### src/_unused_note.sv
`timescale 1ns/10ps

### src/capture_pkg.sv
// How it works
// [RL1] Each channel keeps a current and a shadow descriptor slot.
// [RL2] No shadow at completion leaves the next frame uncaptured and discarded.
// [RL3] A load while both slots are full is ignored, slots untouched.
// [RL4] Every issued descriptor is also reported to the tracking unit.
// [RL5] Write-back is informational and never affects frame capture.
// [RL6] The issuer delivers every descriptor to the channel twice.
// [RL7] Missing write-back: consumer reuses previous width and height.
// [RL8] Missing write-back, progressive: consumer reuses previous field identifier.
// [RL9] Missing write-back, interlaced: consumer inverts previous field identifier.
// [RL10] Consumer should confirm exact dimensions by querying the video decoder.
// [RL11] The controlling party supplies a fresh descriptor for every frame.
// [RL12] With write-back enabled, report field identifier, width and height.
// [RL13] At completion a held shadow becomes current, freeing the shadow.
// [RL14] A load with free shadow is stored as shadow, or current if empty.
package capture_pkg;

  localparam int DIM_W  = 12;
  localparam int ADDR_W = 32;
  localparam int SYNC_STAGES = 2;
  localparam int BUF_DEPTH   = 2;

  // Descriptor as loaded by the controlling party.
  typedef struct packed {
    logic [ADDR_W-1:0] wb_addr;
    logic              wb_en;
    logic [DIM_W-1:0]  width;
    logic [DIM_W-1:0]  height;
  } desc_t;

  localparam int DESC_W = $bits(desc_t);
  localparam desc_t DESC_RESET = '0;

  // Write-back record for the memory side.
  typedef struct packed {
    logic [ADDR_W-1:0] addr;
    logic              field_id;
    logic [DIM_W-1:0]  width;
    logic [DIM_W-1:0]  height;
  } wb_rec_t;

  localparam wb_rec_t WB_RESET = '0;

  // Report to the tracking unit for each delivery.
  typedef struct packed {
    desc_t desc;
    logic  accepted;
  } track_t;

  localparam track_t TRACK_RESET = '0;

  typedef enum logic [2:0] {
    ISSUE_IDLE   = 3'b001,
    ISSUE_FIRST  = 3'b010,
    ISSUE_SECOND = 3'b100
  } issue_state_t;

endpackage

### src/capture_descriptor_queue.sv
`timescale 1ns/10ps
// Descriptor handling of one capture channel of the video port DMA.
module capture_descriptor_queue (
  input  wire logic                    clk_in,
  input  wire logic                    reset_n_in,
  // Descriptor loads from the controlling party.
  input  wire logic                    desc_valid_in,
  output logic                         desc_ready_out,
  input  wire capture_pkg::desc_t      desc_in,
  // Frame markers from the external video source (asynchronous pins).
  input  wire logic                    frame_start_in,
  input  wire logic                    frame_end_in,
  input  wire logic                    field_id_in,
  // Channel status.
  output logic                         capturing_out,
  output logic                         frame_drop_out,
  output logic                         cur_valid_out,
  output logic                         shadow_valid_out,
  // Tracking unit report.
  output logic                         track_valid_out,
  output capture_pkg::track_t          track_out,
  // Write-back record toward memory.
  output logic                         wb_valid_out,
  input  wire logic                    wb_ready_in,
  output capture_pkg::wb_rec_t         wb_out,
  output logic                         wb_miss_out
);

  // Pin synchronisers; stage one is read only by stage two.
  logic [2:0] start_s1_q;
  logic [2:0] start_s2_q;
  logic [2:0] start_d_q;
  logic       sof;
  logic       eof;
  logic       field_sync;

  always_ff @(posedge clk_in)
  begin
    if (!reset_n_in)
    begin
      start_s1_q <= '0;
      start_s2_q <= '0;
      start_d_q  <= '0;
    end
    else
    begin
      start_s1_q <= {field_id_in, frame_end_in, frame_start_in};
      start_s2_q <= start_s1_q;
      start_d_q  <= start_s2_q;
    end
  end

  // Rising edges of the synchronised start and end markers, one cycle each; field is taken as a level.
  assign sof        = start_s2_q[0] && !start_d_q[0];
  assign eof        = start_s2_q[1] && !start_d_q[1];
  assign field_sync = start_s2_q[2];

  // Buffer between the loader and the issuer; a busy issuer stalls the source only after the buffer fills, via desc_ready_out one cycle later.
  logic               buf_valid;
  logic               buf_ready;
  logic               desc_ready;
  capture_pkg::desc_t buf_desc;

  desc_buffer #(
    .WIDTH (capture_pkg::DESC_W),
    .DEPTH (capture_pkg::BUF_DEPTH)
  ) u_buf (
    .clk_in        (clk_in),
    .reset_n_in    (reset_n_in),
    .in_valid_in   (desc_valid_in),
    .in_ready_out  (desc_ready),
    .in_data_in    (desc_in),
    .out_valid_out (buf_valid),
    .out_ready_in  (buf_ready),
    .out_data_out  (buf_desc)
  );

  always_ff @(posedge clk_in)
  begin
    if (!reset_n_in)
      desc_ready_out <= 1'b0;
    else
      desc_ready_out <= desc_ready;
  end

  // Issuer: holds one descriptor and hands it to the channel in two cycles.
  capture_pkg::issue_state_t issue_q;
  capture_pkg::desc_t        issue_desc_q;
  logic                      load;

  assign buf_ready = (issue_q == capture_pkg::ISSUE_IDLE);
  assign load      = (issue_q != capture_pkg::ISSUE_IDLE);

  // [RL6] Double delivery sequence.
  always_ff @(posedge clk_in)
  begin
    if (!reset_n_in)
    begin
      issue_q      <= capture_pkg::ISSUE_IDLE;
      issue_desc_q <= capture_pkg::DESC_RESET;
    end
    else
    begin
      unique case (issue_q)
        capture_pkg::ISSUE_IDLE:
        begin
          if (buf_valid)
          begin
            issue_desc_q <= buf_desc;
            issue_q      <= capture_pkg::ISSUE_FIRST;
          end
        end
        capture_pkg::ISSUE_FIRST:
          issue_q <= capture_pkg::ISSUE_SECOND;
        capture_pkg::ISSUE_SECOND:
          issue_q <= capture_pkg::ISSUE_IDLE;
        default:
          issue_q <= capture_pkg::ISSUE_IDLE;
      endcase
    end
  end

  // Slot update: completion is applied first, then the load sees the freed slot.
  capture_pkg::desc_t cur_q;
  capture_pkg::desc_t cur_d;
  capture_pkg::desc_t shadow_q;
  capture_pkg::desc_t shadow_d;
  logic               cur_v_q;
  logic               cur_v_d;
  logic               sh_v_q;
  logic               sh_v_d;
  logic               complete;
  logic               accepted;

  assign complete = eof && capturing_out;

  always_comb
  begin
    cur_d    = cur_q;
    cur_v_d  = cur_v_q;
    shadow_d = shadow_q;
    sh_v_d   = sh_v_q;
    accepted = 1'b0;
    // [RL13] Promote the shadow.
    if (complete)
    begin
      cur_d   = shadow_q;
      cur_v_d = sh_v_q;
      sh_v_d  = 1'b0;
    end
    // [RL14] Store into a free slot.
    if (load && !cur_v_d)
    begin
      cur_d    = issue_desc_q;
      cur_v_d  = 1'b1;
      accepted = 1'b1;
    end
    else if (load && !sh_v_d)
    begin
      shadow_d = issue_desc_q;
      sh_v_d   = 1'b1;
      accepted = 1'b1;
    end
    // [RL3] Both slots full: the load falls through untouched.
  end

  // [RL1] Current and shadow slots.
  always_ff @(posedge clk_in)
  begin
    if (!reset_n_in)
    begin
      cur_q    <= capture_pkg::DESC_RESET;
      shadow_q <= capture_pkg::DESC_RESET;
      cur_v_q  <= 1'b0;
      sh_v_q   <= 1'b0;
    end
    else
    begin
      cur_q    <= cur_d;
      shadow_q <= shadow_d;
      cur_v_q  <= cur_v_d;
      sh_v_q   <= sh_v_d;
    end
  end

  always_ff @(posedge clk_in)
  begin
    if (!reset_n_in)
    begin
      cur_valid_out    <= 1'b0;
      shadow_valid_out <= 1'b0;
    end
    else
    begin
      cur_valid_out    <= cur_v_d;
      shadow_valid_out <= sh_v_d;
    end
  end

  // [RL4] Report every delivery with its acceptance.
  always_ff @(posedge clk_in)
  begin
    if (!reset_n_in)
    begin
      track_valid_out <= 1'b0;
      track_out       <= capture_pkg::TRACK_RESET;
    end
    else
    begin
      track_valid_out <= load;
      if (load)
        track_out <= '{desc: issue_desc_q, accepted: accepted};
    end
  end

  // [RL2] Frame start without a current descriptor is discarded.
  always_ff @(posedge clk_in)
  begin
    if (!reset_n_in)
    begin
      capturing_out  <= 1'b0;
      frame_drop_out <= 1'b0;
    end
    else
    begin
      frame_drop_out <= sof && !capturing_out && !cur_v_q;
      if (complete)
        capturing_out <= 1'b0;
      else if (sof && cur_v_q)
        capturing_out <= 1'b1;
    end
  end

  // [RL12] Write-back record at completion when enabled.
  // [RL5] A busy memory side only loses the record; capture never waits.
  always_ff @(posedge clk_in)
  begin
    if (!reset_n_in)
    begin
      wb_valid_out <= 1'b0;
      wb_out       <= capture_pkg::WB_RESET;
      wb_miss_out  <= 1'b0;
    end
    else
    begin
      wb_miss_out <= 1'b0;
      if (wb_valid_out && wb_ready_in)
        wb_valid_out <= 1'b0;
      if (complete && cur_q.wb_en)
      begin
        if (wb_valid_out && !wb_ready_in)
          wb_miss_out <= 1'b1;
        else
        begin
          wb_valid_out <= 1'b1;
          wb_out       <= '{addr: cur_q.wb_addr, field_id: field_sync,
                            width: cur_q.width, height: cur_q.height};
        end
      end
    end
  end

endmodule

### src/desc_buffer.sv
`timescale 1ns/10ps
// Small FIFO in the descriptor path; ready drops when full so the source stalls.
module desc_buffer #(
  parameter int WIDTH = 8,
  parameter int DEPTH = 2
) (
  input  wire logic             clk_in,
  input  wire logic             reset_n_in,
  input  wire logic             in_valid_in,
  output logic                  in_ready_out,
  input  wire logic [WIDTH-1:0] in_data_in,
  output logic                  out_valid_out,
  input  wire logic             out_ready_in,
  output logic [WIDTH-1:0]      out_data_out
);

  localparam int PTR_W = (DEPTH > 1) ? $clog2(DEPTH) : 1;

  // Wrapping pointers only index every entry when the depth is a power of two.
  if (DEPTH < 2 || (DEPTH & (DEPTH - 1)) != 0 || WIDTH < 1)
  begin
    $error("desc_buffer needs a power-of-two depth of at least 2");
  end

  logic [WIDTH-1:0] mem_q [DEPTH];
  logic [PTR_W-1:0] wr_q;
  logic [PTR_W-1:0] rd_q;
  logic [PTR_W:0]   count_q;
  logic             push;
  logic             pop;

  // Full and empty come straight from the occupancy count.
  assign in_ready_out  = (count_q != (PTR_W+1)'(DEPTH));
  assign out_valid_out = (count_q != '0);
  assign out_data_out  = mem_q[rd_q];
  assign push = in_valid_in && in_ready_out;
  assign pop  = out_valid_out && out_ready_in;

  // Pointers and count.
  always_ff @(posedge clk_in)
  begin
    if (!reset_n_in)
    begin
      wr_q    <= '0;
      rd_q    <= '0;
      count_q <= '0;
    end
    else
    begin
      if (push)
        wr_q <= wr_q + 1'b1;
      if (pop)
        rd_q <= rd_q + 1'b1;
      if (push && !pop)
        count_q <= count_q + 1'b1;
      else if (pop && !push)
        count_q <= count_q - 1'b1;
    end
  end

  // Storage needs no reset; only valid entries are ever read out.
  always_ff @(posedge clk_in)
  begin
    if (push)
      mem_q[wr_q] <= in_data_in;
  end

endmodule
### config.mk
export PLATFORM = sky130hd
export DESIGN_NAME = capture_descriptor_queue
export DESIGN_NICKNAME = d
export VERILOG_FILES = /design/src/_unused_note.sv /design/src/capture_pkg.sv /design/src/capture_descriptor_queue.sv /design/src/desc_buffer.sv
export SDC_FILE = /design/constraint.sdc
export NUM_CORES = 1
export LEC_CHECK = 0
export BUFFER_PORTS_ARGS = -buffer_cell sky130_fd_sc_hd__buf_2
export CORE_MARGIN = 2
export CORE_UTILIZATION = 45
export DETAILED_ROUTE_END_ITERATION = 16
export PLACE_DENSITY_LB_ADDON = 0.25
export SLEW_MARGIN = 10
export SYNTH_ARGS = -nofsm -noshare
export SYNTH_HDL_FRONTEND = slang
export SYNTH_SLANG_ARGS = --single-unit
export TNS_END_PERCENT = 30
### constraint.sdc
create_clock -name clk_in -period 7.5 [get_ports clk_in]
set_input_delay 0.375 -clock clk_in [delete_from_list [all_inputs] [get_ports clk_in]]
set_output_delay 0.375 -clock clk_in [all_outputs]
set_load 0.005 [all_outputs]
==> metrics.md <==
| Metric | Value |
|---|---|
| Status | complete, no violations |
| CP Data Arrival Time | 3.29 ns |
| Clock skew | 0.0147 ns |
| CTS tree | done |
| Post-DRT Antenna Nets | 0 |
| Die area | 0.0348 sq mm |
| Final Cycle Share | 38.4% |
| Pwr per Cell Area | 369 mW/mm^2 |
| Peak VDD IR | 0.000252 V |
| Pleak | 6.36 nW |
| CTS root buffer | clkbuf_16 |
| Async set-reset flop share out of synthesis | 0% |
| Sequential element share of the synthesized area | 64.0% |
| Final wirelength | 34,400 um |
| Worst reg-to-reg path cell count | 6 |
| Hold crit path type | input port to flop |
| RSZ-0062 raised after global routing | false |
| Worst hold stages | 1 |
| Vias per inst | 5.10 |
| Req. time, crit path | 7.91 ns |
| Worst hold endpoint | u_buf.mem_q[0][14]$_DFFE_PP_ |
| Count of final setup violators | 0 |
| Die width | 187 um |
| Area of placed instances | 0.0162 sq mm |
| Yosys cell types | 38 |
| Detailed-route via count | 10,800 |
| DR WL/cell | 16.2 um |
| Max Root-Sink Buffers | 3 |
| H-Tree Depth | 2 |
| Setup tns final | 0 ns |
| Hpwl dp | 20,700 um |
| Post-layout min period | 2.88 ns |
| Startpoint Class | flop |
| Commonest non-fill, non-tap cell in the layout | nand2_1 |
| RR Startpoint | issue_q[1]$_SDFFE_PN0P_ |
| Highest clock rate | 347 MHz |
| Initial DRC count | 802 |
| Hold_buf cts | 0 |
| Relative slew slack | 19.6% |
| Routability Congestion | 0.768 |
| Largest net degree at the start of global routing | 191 |
| Cell area after layout | 0.0175 sq mm |
| Post-synth EDFFs | 114 |
| Layout net count | 1,706 |
| Worst skew pair latency | 0.53 ns |
| Worst Setup End Kind | flop |
| Fin. Hold Viols | 0 |
| CP Launch Point | issue_q[1]$_SDFFE_PN0P_ |
| Initial antenna violation count | 10 |
| Clock transition at path regs | 0.06 ns |
| Drt pass-1 iters | 5 |
| Syn_area_per_cell | 9.94 sq um |
| Post-cts resize count | 0 |
| DR DRC count | 0 |
| Post-Synthesis Cells | 1,511 |
| I/O pins | 187 |
| Synthesized area | 0.0150 sq mm |
| Starting density of the core | 45.9% |
| Tot GR Track Use | 19.5% |
| Area delta synth->final | 16.4% |
| Synth Net Count | 1,576 |
| Synth Register Bits | 423 |
| Layout cells sized above 1 | 16.1% |
| Core Box Area | 0.0327 sq mm |
| Global route total overflow | 0 |
| # clock sinks | 423 |
| Primary FF master, synth | dfxtp_1 |
| Fin. max-slew vios | 0 |
| TritonCTS Buffers | 43 |
| Reg2reg setup slack | 4.62 ns |
| RR Endpoint | issue_desc_q[19]$_SDFFE_PN0P_ |
| Setup bufs post-CTS | 0 |
| Pwr Total | 0.00645 W |
| Port Buffers | 186 |
| Synth warn | 0 |
| Number of global-route vias before repair | 10,300 |
| Max_cap viols | 0 |
| Standard-cell row count | 66 |
| Height of the die | 187 um |
| Crit path kind | flop to flop |
| Global-route wire length before repair | 55,100 um |
| Most frequent cells in the layout | nand2_1 (459), dfxtp_1 (308), buf_2 (186), a21oi_1 (174), nor2_1 (121) |
| Worst hold start | desc_in[14] |
| Worst slew pin tran | 1.21 ns |
| Crit path max fanout | 63 |
layer usage:
layer / track usage, % / vias up / part of all wire (%)
li1: - / 5457 / -
met1: 27.0 / 5025 / 47
met2: 30.2 / 272 / 44
met3: 4.21 / 70 / 6.0
met4: 6.96 / 8 / 2.8
met5: 0 / - / 0.16
critical path: stages (launching register included):
cell      delay, ns
dfxtp_1        0.34
or3b_4         0.72
nor2_4         0.21
buf_4          0.50
buf_4          0.62
nor2_1         0.09
a211oi_1       0.25
through the flow:
step	hold slack (ns)	cells	utilization (%)	setup slack (ns)
2_1_floorplan	0.398	1511	-	4.04
3_3_place_gp	0.419	2038	49.4	4.75
3_5_place_dp	0.422	2038	49.4	4.69
4_1_cts	0.0153	2117	53.4	4.65
5_1_grt	0.0206	2119	53.4	4.41
6_report	0.0323	2122	53.5	4.62
state kept, by name (all words and copies together) (netlist names), 3 cells and up:
name	cells
start_s1_q	3
cur_q	57
start_s2_q	3
issue_desc_q	57
u_buf.mem_q	114
track_out	58
shadow_q	57
wb_out	57
issue_q	3
synth_stat cells, drive strengths merged (2+ instances only):
cell,instances,area (sq um)
buf,51,272
and3,2,12.5
nand3,2,10.0
clkbuf,63,236
xor2,3,26.3
a21oi,174,871
a31oi,2,12.5
nor3,2,10.0
inv,5,18.8
a311oi,57,499
nand2,459,1720
nor4b,2,17.5
o21ai,3,15.0
a211oi,57,428
dfxtp,309,6190
nor2,123,464
edfxtp,114,3420
nand2b,3,18.8
mux2i,58,581
and2,9,56.3
worst max-delay path by stage:
| stage | end | slack, ns | cells after the start |
|---|---|---|---|
| floorplan | u_buf.mem_q[0][0]$_DFFE_PP_ | 4.04 | 3 |
| finish | issue_desc_q[19]$_SDFFE_PN0P_ | 4.62 | 6 |
| global route | issue_desc_q[21]$_SDFFE_PN0P_ | 4.41 | 6 |
| detailed placement | issue_desc_q[19]$_SDFFE_PN0P_ | 4.69 | 6 |
| CTS | issue_desc_q[2]$_SDFFE_PN0P_ | 4.65 | 6 |
| global placement | u_buf.rd_q$_SDFFE_PN0P_ | 4.75 | 6 |
cell families (layout without fill, tap and decap cells):
group | count (synthesis) | in the layout | share of synthesized area, %
AO/OA/AOI/OAI | 297 | 297 | 12.5
XOR/XNOR | 4 | 4 | 0.233
multiplexers | 58 | 58 | 3.87
other | 0 | 5 | 0
buffers and inverters | 119 | 283 | 3.51
AND/OR/NAND/NOR | 609 | 609 | 15.8
adder cells (fa/ha/maj) | 1 | 1 | 0.0833
flip-flops | 423 | 423 | 64.0
where the power goes:
part           leakage (nW)  internal, W  switching (W)
clock                 0.642      0.00115       0.000829
sequential             3.58      0.00276       0.000248
combinational          2.14     0.000487       0.000981
cell type report:
cell class                 instances  area [sq um]
clock inverter                    12          60.1
clock buffer                      67          1260
fill                            2994         15200
tap                              442           553
multi-input combinational        969          4930
timing repair buffer             199          1030
antenna                            5          12.5
inverter                           5          26.3
sequential                       423          9610
No activity file was read; power rests on OpenSTA's default activity.
